`src/verilog/occ_map.svh`:
```
// register offsets, field positions, reset values and timing counts
`ifndef OCC_MAP_SVH
`define OCC_MAP_SVH

// ---------------------------------------------------------------
// register offsets
// ---------------------------------------------------------------
`define OCC_ADDR_CMD 8'h42
`define OCC_ADDR_INIT 8'h43
`define OCC_ADDR_P2CTL 8'h2C
`define OCC_ADDR_MCCFG 8'h40

// ---------------------------------------------------------------
// command register fields
// ---------------------------------------------------------------
`define OCC_CMD_DLY_MSB 7
`define OCC_CMD_DLY_LSB 5
`define OCC_CMD_CODE_MSB 4
`define OCC_DLY_RESET 3'h1
`define OCC_DLY_RSVD 3'h0
`define OCC_CODE_NONE 5'h00
`define OCC_CODE_COND 5'h01
`define OCC_CODE_LOOP_START 5'h02
`define OCC_CODE_LOOP_STOP 5'h04
`define OCC_CODE_REMOTE 5'h08
`define OCC_CODE_INDICATE 5'h10

// ---------------------------------------------------------------
// initialize register bits and their alias positions
// ---------------------------------------------------------------
`define OCC_INIT_RATE 7
`define OCC_INIT_DUPLEX 6
`define OCC_INIT_AUTONEG 5
`define OCC_INIT_SWRST 4
`define OCC_INIT_REMOTE 3
`define OCC_INIT_LDPROP 2
`define OCC_INIT_FIBER_TRI 1
`define OCC_INIT_PHYRST 0
`define OCC_P2CTL_AUTONEG 7
`define OCC_P2CTL_RATE 6
`define OCC_P2CTL_DUPLEX 5

// ---------------------------------------------------------------
// timing
// ---------------------------------------------------------------
`define OCC_CLK_MHZ 250
`define OCC_DLY1_US 32
`define OCC_DLY2_US 128
`define OCC_DLY3_US 256
`define OCC_DLY4_US 512
`define OCC_DLY5_MS 1
`define OCC_DLY6_MS 2
`define OCC_DLY7_MS 4
`define OCC_DLY1_CYC (`OCC_DLY1_US * `OCC_CLK_MHZ)
`define OCC_DLY2_CYC (`OCC_DLY2_US * `OCC_CLK_MHZ)
`define OCC_DLY3_CYC (`OCC_DLY3_US * `OCC_CLK_MHZ)
`define OCC_DLY4_CYC (`OCC_DLY4_US * `OCC_CLK_MHZ)
`define OCC_DLY5_CYC (`OCC_DLY5_MS * 1000 * `OCC_CLK_MHZ)
`define OCC_DLY6_CYC (`OCC_DLY6_MS * 1000 * `OCC_CLK_MHZ)
`define OCC_DLY7_CYC (`OCC_DLY7_MS * 1000 * `OCC_CLK_MHZ)
`define OCC_DLY_W 20
`define OCC_SOFT_RST_CYC 16

`endif

```
`src/verilog/occ_pkg.sv`:
```
// types shared by the maintenance command and init control block
package occ_pkg;

    // ---------------------------------------------------------------
    // frame kinds and command state
    // ---------------------------------------------------------------
    typedef enum logic [2:0] {
        OCC_FRM_COND,
        OCC_FRM_LOOP_START,
        OCC_FRM_LOOP_STOP,
        OCC_FRM_REMOTE,
        OCC_FRM_INDICATE
    } occ_frame_t;

    typedef enum logic {
        OCC_ST_IDLE,
        OCC_ST_PEND
    } occ_state_t;

    // ---------------------------------------------------------------
    // carriers
    // ---------------------------------------------------------------
    typedef struct packed {
        logic valid;
        occ_frame_t kind;
    } occ_frame_req_t;

    typedef struct packed {
        logic rate_select;
        logic duplex_select;
        logic autoneg_enable;
    } occ_port2_cfg_t;

    typedef struct packed {
        logic copper_tx_disable;
        logic copper_led_off;
        logic fiber_tx_tristate;
    } occ_link_ctl_t;

endpackage : occ_pkg

```
`src/verilog/occ_reset_pulse.sv`:
```
// stretches a one-cycle reset request into a fixed-length reset pulse
`timescale 1ns/1ns
`include "occ_map.svh"

module occ_reset_pulse
    import occ_pkg::*;
(
    // clock and reset
    input wire logic sys_clk,
    input wire logic rst,
    // request and pulse
    input wire logic start,
    output logic active
);

    logic [7:0] count;
    wire logic last = (count == 8'h01);

    // a repeated request while active restarts the full length
    always_ff @(posedge sys_clk)
    begin
        if (rst)
        begin
            count <= 8'h00;
            active <= 1'b0;
        end
        else if (start)
        begin
            count <= 8'(`OCC_SOFT_RST_CYC);
            active <= 1'b1;
        end
        else if (active)
        begin
            count <= count - 8'h01;
            active <= !last;
        end
    end

endmodule : occ_reset_pulse

```
`src/verilog/occ_regs.sv`:
```
// maintenance command and phy/switch initialize registers
//
// Overview of operation
// - delay code 001..111 gives 32us..4ms reply timer; resets 001; 000 reserved.
// - code 0 0001 sends one condition inform request frame.
// - code 0 0010 sends a loop mode start request frame.
// - code 0 0100 sends a loop mode stop request frame.
// - code 0 1000 sends remote command frame using alternate model info registers.
// - code 1 0000 sends the indicate condition frame on demand.
// - all other command frames go out only in central-office mode.
// - init bit 7 is port 2 speed, aliases 2Ch bit 6, strap reset.
// - init bit 6 is port 2 duplex, aliases 2Ch bit 5, strap reset.
// - init bit 5 is port 2 autoneg enable, aliases 2Ch bit 7, strap reset.
// - writing 1 to bit 4 resets sub-layer, macs, fabric; self-clears.
// - bit 3 enables remote command access on both sides; resets to 0.
// - terminal mode with bit 2: link down disables copper tx and leds.
// - bit 2 ignored in central-office mode; reset value from strap.
// - bit 1 tri-states fiber transmit of port 1; resets to 0.
// - bit 0 resets both phys, self-clears; reads 1 in central mode until 0x40 written.
`timescale 1ns/1ns
`include "occ_map.svh"

module occ_regs
    import occ_pkg::*;
#(
    parameter int unsigned DLY1_CYC = `OCC_DLY1_CYC,
    parameter int unsigned DLY2_CYC = `OCC_DLY2_CYC,
    parameter int unsigned DLY3_CYC = `OCC_DLY3_CYC,
    parameter int unsigned DLY4_CYC = `OCC_DLY4_CYC,
    parameter int unsigned DLY5_CYC = `OCC_DLY5_CYC,
    parameter int unsigned DLY6_CYC = `OCC_DLY6_CYC,
    parameter int unsigned DLY7_CYC = `OCC_DLY7_CYC
)
(
    // clock and reset
    input wire logic sys_clk,
    input wire logic rst,
    // straps and mode
    input wire logic port2_rate_strap,
    input wire logic port2_duplex_strap,
    input wire logic port2_autoneg_strap,
    input wire logic linkdown_propagate_strap,
    input wire logic media_converter_center,
    // register port
    input wire logic reg_wr_en,
    input wire logic reg_rd_en,
    input wire logic [7:0] reg_addr,
    input wire logic [7:0] reg_wdata,
    output logic [7:0] reg_rdata,
    // maintenance frame launch
    output occ_frame_req_t frame_req,
    input wire logic frame_ack,
    output logic [`OCC_DLY_W-1:0] reply_delay_cycles,
    // link status
    input wire logic fiber_link_up,
    input wire logic center_copper_link_up,
    // control outputs
    output occ_port2_cfg_t port2_cfg,
    output occ_link_ctl_t link_ctl,
    output logic remote_cmd_enable,
    output logic mc_switch_reset,
    output logic phy_soft_reset
);

    // ---------------------------------------------------------------
    // command decode
    // ---------------------------------------------------------------
    function automatic logic code_defined(input logic [4:0] code);
        code_defined = (code == `OCC_CODE_COND) || (code == `OCC_CODE_LOOP_START) ||
                       (code == `OCC_CODE_LOOP_STOP) || (code == `OCC_CODE_REMOTE) ||
                       (code == `OCC_CODE_INDICATE);
    endfunction : code_defined

    function automatic occ_frame_t code_kind(input logic [4:0] code);
        case (code)
            `OCC_CODE_LOOP_START: code_kind = OCC_FRM_LOOP_START;
            `OCC_CODE_LOOP_STOP: code_kind = OCC_FRM_LOOP_STOP;
            `OCC_CODE_REMOTE: code_kind = OCC_FRM_REMOTE;
            `OCC_CODE_INDICATE: code_kind = OCC_FRM_INDICATE;
            default: code_kind = OCC_FRM_COND;
        endcase
    endfunction : code_kind

    // ---------------------------------------------------------------
    // storage
    // ---------------------------------------------------------------
    logic [2:0] delay_code;
    logic [4:0] cmd_code;
    occ_state_t state;
    logic rate_select;
    logic duplex_select;
    logic autoneg_enable;
    logic remote_enable;
    logic ldprop_enable;
    logic fiber_tri;
    logic phy_hold;
    logic [1:0] pulse_start;
    logic [1:0] pulse_busy;

    // ---------------------------------------------------------------
    // write decode
    // ---------------------------------------------------------------
    wire logic wr_cmd = reg_wr_en && (reg_addr == `OCC_ADDR_CMD);
    wire logic wr_init = reg_wr_en && (reg_addr == `OCC_ADDR_INIT);
    wire logic wr_p2ctl = reg_wr_en && (reg_addr == `OCC_ADDR_P2CTL);
    wire logic wr_mccfg = reg_wr_en && (reg_addr == `OCC_ADDR_MCCFG);
    wire logic [4:0] wr_code = reg_wdata[`OCC_CMD_CODE_MSB:0];
    wire logic [2:0] wr_delay = reg_wdata[`OCC_CMD_DLY_MSB:`OCC_CMD_DLY_LSB];
    wire logic sw_rst_busy = pulse_busy[0];

    // non-indicate frames originate only on the central-office side,
    // and a remote command also needs remote access enabled
    wire logic side_ok = media_converter_center || (wr_code == `OCC_CODE_INDICATE);
    wire logic remote_ok = (wr_code != `OCC_CODE_REMOTE) || remote_enable;
    wire logic launch = wr_cmd && (state == OCC_ST_IDLE) && code_defined(wr_code) &&
                        side_ok && remote_ok;

    // ---------------------------------------------------------------
    // delay code to cycle count
    // ---------------------------------------------------------------
    logic [`OCC_DLY_W-1:0] next_delay_cycles;

    always_comb
    begin
        case (delay_code)
            3'h2: next_delay_cycles = `OCC_DLY_W'(DLY2_CYC);
            3'h3: next_delay_cycles = `OCC_DLY_W'(DLY3_CYC);
            3'h4: next_delay_cycles = `OCC_DLY_W'(DLY4_CYC);
            3'h5: next_delay_cycles = `OCC_DLY_W'(DLY5_CYC);
            3'h6: next_delay_cycles = `OCC_DLY_W'(DLY6_CYC);
            3'h7: next_delay_cycles = `OCC_DLY_W'(DLY7_CYC);
            default: next_delay_cycles = `OCC_DLY_W'(DLY1_CYC);
        endcase
    end

    // ---------------------------------------------------------------
    // command register and frame launch
    // ---------------------------------------------------------------
    // a switch soft reset returns the maintenance sub-layer to defaults,
    // which drops any frame still waiting for the frame engine
    always_ff @(posedge sys_clk)
    begin
        if (rst || sw_rst_busy)
        begin
            delay_code <= `OCC_DLY_RESET;
            cmd_code <= `OCC_CODE_NONE;
            state <= OCC_ST_IDLE;
            frame_req <= '0;
        end
        else
        begin
            if (wr_cmd && (wr_delay != `OCC_DLY_RSVD))
            begin
                delay_code <= wr_delay;
            end
            case (state)
                OCC_ST_IDLE:
                begin
                    // an undefined or disallowed code stores as no request
                    if (launch)
                    begin
                        cmd_code <= wr_code;
                        state <= OCC_ST_PEND;
                        frame_req.valid <= 1'b1;
                        frame_req.kind <= code_kind(wr_code);
                    end
                end
                OCC_ST_PEND:
                begin
                    // further command codes are ignored until the frame goes; the delay field still updates
                    if (frame_ack)
                    begin
                        cmd_code <= `OCC_CODE_NONE;
                        state <= OCC_ST_IDLE;
                        frame_req.valid <= 1'b0;
                    end
                end
                default:
                begin
                    state <= OCC_ST_IDLE;
                    frame_req.valid <= 1'b0;
                end
            endcase
        end
    end

    // ---------------------------------------------------------------
    // port 2 settings, shared with the 2Ch alias
    // ---------------------------------------------------------------
    // straps are caught by the synchronous reset, so the strap level
    // must be steady while rst is high
    always_ff @(posedge sys_clk)
    begin
        if (rst)
        begin
            rate_select <= port2_rate_strap;
            duplex_select <= port2_duplex_strap;
            autoneg_enable <= port2_autoneg_strap;
        end
        else if (wr_init)
        begin
            rate_select <= reg_wdata[`OCC_INIT_RATE];
            duplex_select <= reg_wdata[`OCC_INIT_DUPLEX];
            autoneg_enable <= reg_wdata[`OCC_INIT_AUTONEG];
        end
        else if (wr_p2ctl)
        begin
            rate_select <= reg_wdata[`OCC_P2CTL_RATE];
            duplex_select <= reg_wdata[`OCC_P2CTL_DUPLEX];
            autoneg_enable <= reg_wdata[`OCC_P2CTL_AUTONEG];
        end
    end

    // ---------------------------------------------------------------
    // initialize register control bits
    // ---------------------------------------------------------------
    always_ff @(posedge sys_clk)
    begin
        if (rst)
        begin
            remote_enable <= 1'b0;
            ldprop_enable <= linkdown_propagate_strap;
            fiber_tri <= 1'b0;
        end
        else if (wr_init)
        begin
            remote_enable <= reg_wdata[`OCC_INIT_REMOTE];
            ldprop_enable <= reg_wdata[`OCC_INIT_LDPROP];
            fiber_tri <= reg_wdata[`OCC_INIT_FIBER_TRI];
        end
    end

    // central-office power-up holds the phys in reset until the
    // maintenance configuration register is first programmed
    always_ff @(posedge sys_clk)
    begin
        if (rst)
        begin
            phy_hold <= media_converter_center;
        end
        else if (wr_mccfg)
        begin
            phy_hold <= 1'b0;
        end
    end

    // ---------------------------------------------------------------
    // self-clearing reset pulses: 0 switch, 1 phy
    // ---------------------------------------------------------------
    assign pulse_start[0] = wr_init && reg_wdata[`OCC_INIT_SWRST];
    assign pulse_start[1] = wr_init && reg_wdata[`OCC_INIT_PHYRST];

    genvar gi;
    generate
        for (gi = 0; gi < 2; gi++)
        begin : g_pulse
            occ_reset_pulse u_pulse (
                .sys_clk(sys_clk),
                .rst(rst),
                .start(pulse_start[gi]),
                .active(pulse_busy[gi])
            );
        end
    endgenerate

    // ---------------------------------------------------------------
    // read mux
    // ---------------------------------------------------------------
    wire logic [7:0] rd_cmd = {delay_code, cmd_code};
    wire logic phy_rd_bit = pulse_busy[1] || phy_hold;
    wire logic [7:0] rd_init = {rate_select, duplex_select, autoneg_enable,
                                pulse_busy[0], remote_enable, ldprop_enable,
                                fiber_tri, phy_rd_bit};
    wire logic [7:0] rd_p2ctl = {autoneg_enable, rate_select, duplex_select, 5'h00};
    logic [7:0] next_rdata;

    always_comb
    begin
        case (reg_addr)
            `OCC_ADDR_CMD: next_rdata = rd_cmd;
            `OCC_ADDR_INIT: next_rdata = rd_init;
            `OCC_ADDR_P2CTL: next_rdata = rd_p2ctl;
            default: next_rdata = 8'h00;
        endcase
    end

    always_ff @(posedge sys_clk)
    begin
        if (rst)
        begin
            reg_rdata <= 8'h00;
        end
        else if (reg_rd_en)
        begin
            reg_rdata <= next_rdata;
        end
    end

    // ---------------------------------------------------------------
    // link-down propagation, terminal side only
    // ---------------------------------------------------------------
    wire logic any_link_down = !fiber_link_up || !center_copper_link_up;
    wire logic terminal_kill = !media_converter_center && ldprop_enable &&
                               any_link_down;

    // ---------------------------------------------------------------
    // registered outputs
    // ---------------------------------------------------------------
    always_ff @(posedge sys_clk)
    begin
        if (rst)
        begin
            port2_cfg <= '0;
            link_ctl <= '0;
            remote_cmd_enable <= 1'b0;
            mc_switch_reset <= 1'b0;
            phy_soft_reset <= 1'b0;
            reply_delay_cycles <= '0;
        end
        else
        begin
            port2_cfg.rate_select <= rate_select;
            port2_cfg.duplex_select <= duplex_select;
            port2_cfg.autoneg_enable <= autoneg_enable;
            link_ctl.copper_tx_disable <= terminal_kill;
            link_ctl.copper_led_off <= terminal_kill;
            link_ctl.fiber_tx_tristate <= fiber_tri;
            remote_cmd_enable <= remote_enable;
            mc_switch_reset <= pulse_busy[0];
            phy_soft_reset <= pulse_busy[1] || phy_hold;
            reply_delay_cycles <= next_delay_cycles;
        end
    end

endmodule : occ_regs

```
`config.mk`:
```
export PLATFORM = sky130hd
export DESIGN_NAME = occ_regs
export DESIGN_NICKNAME = d
export VERILOG_FILES = /design/src/verilog/occ_pkg.sv /design/src/verilog/occ_reset_pulse.sv /design/src/verilog/occ_regs.sv
export VERILOG_INCLUDE_DIRS = /design/src /design/src/verilog
export SDC_FILE = /design/constraint.sdc
export NUM_CORES = 1
export LEC_CHECK = 0
export BUFFER_PORTS_ARGS = -buffer_cell sky130_fd_sc_hd__buf_2
export CAP_MARGIN = 20
export CORE_MARGIN = 1
export CORE_UTILIZATION = 54
export DETAILED_ROUTE_END_ITERATION = 10
export PLACE_DENSITY_LB_ADDON = 0.08
export RECOVER_POWER = 50
export SYNTH_ARGS = -nofsm -noshare
export SYNTH_HDL_FRONTEND = slang
export SYNTH_SLANG_ARGS = --single-unit
```
`constraint.sdc`:
```
create_clock -name sys_clk -period 1.85 [get_ports sys_clk]
set_input_delay 0.185 -clock sys_clk [delete_from_list [all_inputs] [get_ports sys_clk]]
set_output_delay 0.185 -clock sys_clk [all_outputs]
set_load 0.05 [all_outputs]
```
Word-level counts from Yosys, hierarchy flattened
Index checks and enable logic that the tools add are counted.
{"block": "word_totals", "register_bits": 74, "input_bits": 28, "output_inout_bits": 41}
{"block": "op_classes", "addsub": 2, "n_eq_ne": 20, "n_mux": 33, "bitwise": 1, "reduce_logical": 37}
{"cell": "$pmux 20 s6", "n": 1}
{"cell": "$mux 5", "n": 6}
{"cell": "$eq 8x7->1 const B", "n": 3}
{"cell": "$pmux 8 s3", "n": 1}
{"cell": "$mux 1", "n": 20}
{"cell": "$eq 8x1->1 const B", "n": 2}
{"cell": "$sub 8x1->8 const B", "n": 2}
{"cell": "$logic_and 1x1->1", "n": 13}
{"cell": "$eq 3x3->1 const B", "n": 4}
{"cell": "$pmux 3 s4", "n": 1}
{"cell": "$pmux 5 s2", "n": 1}
{"cell": "$logic_or 1x1->1", "n": 9}
{"cell": "$eq 8x6->1 const B", "n": 1}
{"cell": "$reduce_bool 2->1", "n": 4}
{"cell": "$eq 3x2->1 const B", "n": 2}
{"cell": "$reduce_bool 3->1", "n": 2}
{"cell": "$eq 5x1->1 const B", "n": 1}
{"cell": "$eq 5x2->1 const B", "n": 1}
{"cell": "$eq 5x3->1 const B", "n": 1}
{"cell": "$eq 5x4->1 const B", "n": 1}
{"cell": "$eq 5x5->1 const B", "n": 1}
{"cell": "$logic_not 1->1", "n": 5}
{"cell": "$ne 5x4->1 const B", "n": 1}
{"cell": "$mux 4", "n": 1}
{"cell": "other kinds (5)", "n": 9}

Depth between registers and ports, before layout
Gate-level depths: netlist of the first run.
{"block": "logic_depth", "word_depth": 10, "mapped_depth": 6}

Modules after synthesis
Synthesis of the first run repeated with hierarchy kept, for this count alone.
{"block": "hier_totals", "cells_unflattened": 316, "area_unflattened_um2": 2992.9}
{"module": "occ_regs", "instances": 1, "cells_each": 226, "area_each_um2": 2169.6}
{"module": "occ_reset_pulse", "instances": 2, "cells_each": 45, "area_each_um2": 411.6}

Worst setup path after synthesis of the first run
No wires, ideal clock.
{"block": "synth_timing", "path_type": "input to register", "from": "in reg_addr[3]", "to": "reg autoneg_enable (enable)", "setup_time_ns": 0.300, "arrival_ns": 1.147, "t_required_ns": 1.550, "slack_ns": 0.402, "path_stages": 6, "n_path_buf": 2, "path_cell_list": "nor4b_4 and3_1 buf_6 buf_8 a21o_1 a21o_1"}
{"block": "synth_via", "elab_chain_len": 3}
{"element": "start, declared", "line": "occ_regs.sv:47", "rtl": "input wire logic [7:0] reg_addr,"}
{"element": "$eq 8x7->1 or $eq 8x6->1 (tied branches)"}
{"element": "$logic_and 1x1->1 (on tied branches)", "line": "occ_regs.sv:104, occ_regs.sv:105"}
{"element": "$reduce_bool 3->1 (no source line) (*)"}
{"element": "end signal, assigned", "line": "occ_regs.sv:198", "rtl": "autoneg_enable <= port2_autoneg_strap;"}
{"element": "end signal, assigned", "line": "occ_regs.sv:204", "rtl": "autoneg_enable <= reg_wdata[`OCC_INIT_AUTONEG];"}
{"element": "end signal, assigned", "line": "occ_regs.sv:210", "rtl": "autoneg_enable <= reg_wdata[`OCC_P2CTL_AUTONEG];"}
{"element": "end, declared", "line": "occ_regs.sv:92", "rtl": "logic autoneg_enable;"}
Mark *: on every way between the ends. The rest lies on a longest branch, timed or not.
A chain may end at the register's enable or synchronous reset.

Worst setup path after layout of the first run
{"block": "layout_timing", "from": "reg g_pulse[0].u_pulse.active", "to": "reg cmd_code[3]"}
{"block": "layout_via", "elab_chain_len": 1}
{"element": "start, declared", "line": "occ_reset_pulse.sv:13", "rtl": "output logic active"}
{"element": "start signal, assigned", "line": "occ_reset_pulse.sv:35", "rtl": "active <= !last;"}
{"element": "$logic_or 1x1->1", "line": "occ_regs.sv:143", "rtl": "if (rst || sw_rst_busy)"}
{"element": "end signal, assigned", "line": "occ_regs.sv:146", "rtl": "cmd_code <= `OCC_CODE_NONE;"}
{"element": "end signal, assigned", "line": "occ_regs.sv:162", "rtl": "cmd_code <= wr_code;"}
{"element": "end signal, assigned", "line": "occ_regs.sv:173", "rtl": "cmd_code <= `OCC_CODE_NONE;"}
{"element": "end, declared", "line": "occ_regs.sv:88", "rtl": "logic [4:0] cmd_code;"}
Every way passes these cells.

==> results of run 1 <==
-- per-stage QoR --
stage	utilization	total power, mW	cell area (um2)
after detailed placement	0.623	1.83	3430
after floorplan	-	1.75	3100
final	0.656	3.14	3610
after CTS	0.663	3.17	3650
after global routing	0.656	3.26	3610
after global placement	0.623	1.83	3430
-- final cells by class --
class                           instances  area [um2]  area share
Inverter                                9        33.8     0.00935
Clock buffer                            9         124      0.0343
Clock inverter                          7        98.8      0.0273
Timing Repair Buffer                   74         358      0.0990
Tap cell                               72        90.1      0.0249
Multi-Input combinational cell        227        1480       0.409
Sequential cell                        69        1430       0.396
-- kinds of logic after synthesis --
group / synth area share
and+or+nand+nor: 0.233
xor gates and xnor gates: 0.0397
muxes: 0.0539
adders and majority gates: 0.0162
DFF: 0.464
AOI/OAI and AO/OA: 0.132
other: 0.00121
buffers and inverters: 0.0612
-- layout by cell type (no fill, tap or decap), types with 9 or more instances in the layout --
master,count
nor2_1,44
mux2i_1,11
inv_1,9
nand2_1,30
clkbuf_8,9
nand2b_1,9
buf_2,34
xnor2_1,9
dfxtp_1,64
a21oi_1,18
clkbuf_1,30
buf_4,10
-- worst reg2reg max path, stage by stage, from the launching register on --
cell     delay (ps)
dfxtp_1         440
or2_2           400
a21oi_1         180
buf_4           150
nand2_1          50
o22ai_1         140
-- flip-flops by register name, indices dropped and copies added (netlist names), 2 cells and up --
signal / count
delay_code: 3
g_pulse.u_pulse.count: 16
link_ctl: 2
cmd_code: 5
reply_delay_cycles: 15
port2_cfg: 3
g_pulse.u_pulse.active: 2
frame_req: 4
reg_rdata: 8
-- path summary, 6_finish.rpt --
| check | start | endpoint | slack (ps) | cells after the start |
|---|---|---|---|---|
| setup / recovery | g_pulse[0].u_pulse.active | cmd_code[3] | 420 | 5 |
| hold / removal | center_copper_link_up | link_ctl[1] | 30 | 2 |
| setup reg to reg | g_pulse[0].u_pulse.active | cmd_code[3] | 420 | 5 |
| hold reg to reg | frame_req[3] | frame_req[3] | 460 | 2 |
-- routing by layer --
metal  GRT usage  share of wire  wire, um
met5           0              0         0
met4       0.109          0.017       112
met3      0.0435          0.044       284
met2       0.367           0.48      3090
met1       0.291           0.46      2940
-- power breakdown --
part	total, mW	switching, mW	leakage [nW]	internal (mW)
clock network	1.35	0.582	0.110	0.765
registers	1.54	0.00982	0.568	1.53
logic	0.254	0.178	0.805	0.0757
total	3.14	0.770	1.48	2.37
==> results.tsv, run 1 <==
metric	value	unit
Async SR Flop Fraction	0	
WS Path Type	reg2reg	
Syn Inst Count	327	
largest net degree at the start of global routing	21	
max-cap viol count	0	
clock sinks	69	
area of the core	0.00551	mm2
Final setup viols	0	
RSZ-0062 raised after global routing	no	
CP startpoint kind	register	
Max Fanout on Critical Path	11	
Detail Route Antenna Nets	0	
layout cells sized above 1	0.192	
ANT cells	0	
CP Data Arrival Time	1700	ps
Clock transition at path regs	80	ps
area leader, netlist	dfxtp_1	
pre-CTS setup slack	165	ps
leakage	1.48	nW
post-DR wirelength/cell	13.8	um
post-synth top area share	0.415	
die span in y	77.6	um
CP max-delay cell	dfxtp_1	
DP HPWL	4.61	mm
Avg Inst Size Synth	9.44	um2
crit-path leading delay family	simple AND/OR/NAND/NOR gates	
starting DRC count in detailed routing	123	
DRC Markers	0	
commonest cells in the netlist	dfxtp_1, nor2_1, nand2_1	
Num CTS Buffers	9	
Synth cell types	53	
port bufs	64	
top-level port count	69	
vias in the first global route	2256	
DRT Pass-1 Iters	4	
number of enable flip-flop cells after synthesis	5	
TNS Setup	0	ps
WP data required	2120	ps
total vias in the final route	2464	
post-route setup slack	420	ps
row cnt	27	
clk_lat worst skew	340	ps
Layout area overhead	17.1	%
clock root buffer	clkbuf_8	
pins over their slew limit	0	
Yosys reg bits	69	
initial core utilization	0.561	
Final Hold Fails	0	
Bufs on Longest Clock Path	2	
final WL	6.43	mm
Worst-Margin Slew	842	ps
die area	0.00602	mm2
sequential element share of the synthesized area	0.464	
post_cts resized	0	
minimum clock period	1430	ps
Worst Skew	6.20	ps
Fmax	699	MHz
H-tree Lvls	3	
CTS tree	built	
Primary FF master, synth	dfxtp_1	
max incr delay on CP	440	ps
first-pass GRT wire length	10.6	mm
hold buffers post-CTS	0	
initial antenna violation count	0	
CP endpoint kind	register	
crit path buf inv count	1	
Mapped Area	0.00309	mm2
warning count from the yosys run	0	
worst-path cell chain	or2_2 -> a21oi_1 -> buf_4 -> nand2_1 -> o22ai_1	
final std cells w/o fill	467	
maximum VDD drop	417	uV
PwrDens	868	mW/mm2
via/cell ratio	5.28	
most common cell in the netlist	dfxtp_1	
post-CTS setup buffer count	0	
die span in x	77.6	um
Total Routing Usage GR	0.227	
GR Overflow Total	0	
relative slew slack	0.439	
Placed Instances	451	
Fill cells	480	
Synth area leaders	dfxtp_1, nor2_1, edfxtp_1	
worst hold slack	32.5	ps
period utilization	0.773	
nets@finish	422	
HP Class	in2reg	
status	complete, no violations	
placer congestion estimate	0.855	
Note: power is estimated with default switching activity, not from simulation.
==> run 2: changes to the inputs <==
--- a/config.mk
+++ b/config.mk
@@ -9,7 +9,7 @@
 export BUFFER_PORTS_ARGS = -buffer_cell sky130_fd_sc_hd__buf_2
 export CAP_MARGIN = 20
 export CORE_MARGIN = 1
-export CORE_UTILIZATION = 54
+export CORE_UTILIZATION = 48
 export DETAILED_ROUTE_END_ITERATION = 10
 export PLACE_DENSITY_LB_ADDON = 0.08
 export RECOVER_POWER = 50
==> constraint.sdc (replaced) <==
create_clock -name sys_clk -period 1.17 [get_ports sys_clk]
set_input_delay 0.117 -clock sys_clk [delete_from_list [all_inputs] [get_ports sys_clk]]
set_output_delay 0.117 -clock sys_clk [all_outputs]
set_load 0.05 [all_outputs]
==> run 2 against run 1 <==
Net effect: the flow now finishes with violations (negative setup slack); global-route usage increased by 0.22 points; critical path depth stayed put; clock-buffer cell count grew 1; sequential share of layout area is 5.2 points lower; non-clock buffer count increased by 50; total power is 55% higher; first-iteration DRC count up 25%; sequential power rose by 58%; clock skew is 3.6 ps higher; worst setup slack got worse by 510 ps; register-to-register slack got worse by 510 ps; critical path type unchanged; largest cell class unchanged.
==> results.tsv, run 2 (synthesis gave the netlist of run 1 again) <==
metric	value	unit	change
status	finished, violations left		
failing checks	negative setup slack		
PwrDens	1150	mW/mm2	+33%
max-cap viol count	0		unchanged
port bufs	64		unchanged
die span in y	82.2	um	+5.9%
clock sinks	69		unchanged
pins over their slew limit	0		unchanged
Layout area overhead	36.3	%	
WP data required	1410	ps	-710 ps
post-DR wirelength/cell	14.1	um	+2.5%
via/cell ratio	5.19		-1.7%
Final Hold Fails	0		unchanged
starting DRC count in detailed routing	154		+25%
Num CTS Buffers	9		unchanged
area of the core	0.00606	mm2	+10%
Final setup viols	18		+18
die span in x	82.2	um	+5.9%
leakage	1.85	nW	+25%
max reg flops	16		unchanged
CP Data Arrival Time	1500	ps	-200 ps
Bufs on Longest Clock Path	2		unchanged
Total Routing Usage GR	0.230		+0.00221
DRC Markers	0		unchanged
DP HPWL	5.17	mm	+12%
WS Path Type	reg2reg		
CP startpoint kind	register		
Fill cells	478		-0.42%
commonest non-fill, non-tap cell in the layout	dfxtp_1		
clock root buffer	clkbuf_8		
clk_lat worst skew	340	ps	about the same
most frequent cells in the layout	dfxtp_1, buf_4, buf_2		
Detail Route Antenna Nets	0		unchanged
period utilization	1.08		+0.305
final WL	7.34	mm	+14%
Worst Skew	9.80	ps	+3.61 ps
Max Fanout on Critical Path	3		-8
ANT cells	0		unchanged
total vias in the final route	2697		+9.5%
GR Overflow Total	0		unchanged
Clock transition at path regs	80	ps	about the same
initial core utilization	0.509		-0.0513
die area	0.00676	mm2	+12%
HP Class	in2reg		
top-level port count	69		unchanged
CP endpoint kind	register		
row cnt	28		+3.7%
RSZ-0062 raised after global routing	yes		
placer congestion estimate	0.781		-8.6%
H-tree Lvls	3		unchanged
nets@finish	472		+12%
DRT Pass-1 Iters	4		unchanged
pre-CTS setup slack	-294	ps	-459 ps
minimum clock period	1260	ps	-169 ps
total chip power	4.86	mW	+55%
Top Registers	g_pulse.u_pulse.count: 16 flops, reply_delay_cycles: 15 flops, reg_rdata: 8 flops		
Fmax	793	MHz	+13%
layout cells sized above 1	0.407		+0.214
largest net degree at the start of global routing	23		+9.5%
initial antenna violation count	0		unchanged
largest register by flop count	g_pulse.u_pulse.count		
maximum VDD drop	683	uV	+64%
post-route setup slack	-90.7	ps	-511 ps
first-pass GRT wire length	11.6	mm	+9.1%
CTS tree	built		
vias in the first global route	2497		+11%
## run 2: cell count changes in the layout (fill, tap and decap cells not counted), sizes merged
cell	change
clkinvlp	+1
clkinv	-3
buf	+56
inv	+3
bufinv	-2
clkbuf	-7
dlygate4sd3	+2
## run 2: final cells by class
class                      instances  area (um2)  area share
sequential                        69        1450       0.344
inverter                           9        36.3     0.00862
multi-input combinational        227        1640       0.388
clock buffer                      10         149      0.0354
timing repair buffer             124         800       0.190
clock inverter                     6        50.0      0.0119
tap                               75        93.8      0.0223
## run 2: through the flow
stage	utilization	TNS, ps	hold WS (ps)	cells	instance area, um2
2_1_floorplan	-	-1460	200	330	3180
3_3_place_gp	0.628	-10270	357	495	3800
3_5_place_dp	0.628	-11330	342	495	3800
4_1_cts	0.686	-286	35.1	518	4160
5_1_grt	0.695	-2630	34.8	520	4210
6_report	0.695	-553	51.7	520	4210
## run 2: path summary, 6_finish.rpt
kind                                from                          end  slack (ps)  depth (start not counted)
min reg2reg                 frame_req[3]                 frame_req[3]         450                          2
max reg2reg  g_pulse[0].u_pulse.count[0]  g_pulse[0].u_pulse.count[7]         -90                          5
min                         reg_wdata[6]                delay_code[1]          50                          3
max          g_pulse[0].u_pulse.count[0]  g_pulse[0].u_pulse.count[7]         -90                          5
## run 2: what timing repair did
action                     CTS  global route
setup endpoints to repair   17            29
pin swaps                   11            23
hold buffers                 2             0
buffers inserted             5             2
cloned                       0             1
hold endpoints to repair     1             0
resized for setup           25            26
## run 2: critical path: stages (launching register included)
cell     delay [ps]
dfxtp_4         360
buf_6           110
nor4b_4         330
nand2_1         120
xor2_1          190
nor2_1           50
## run 2: routing by layer
layer,global-route usage,share of wire
met5,0,0
met4,0.0965,0.015
met3,0.0396,0.050
met2,0.360,0.47
met1,0.310,0.47
## run 2: power by group
part,internal (mW),switching (mW),total (mW)
clock network,0.928,1.01,1.93
registers,2.41,0.0172,2.43
logic,0.190,0.306,0.496
total,3.53,1.33,4.86
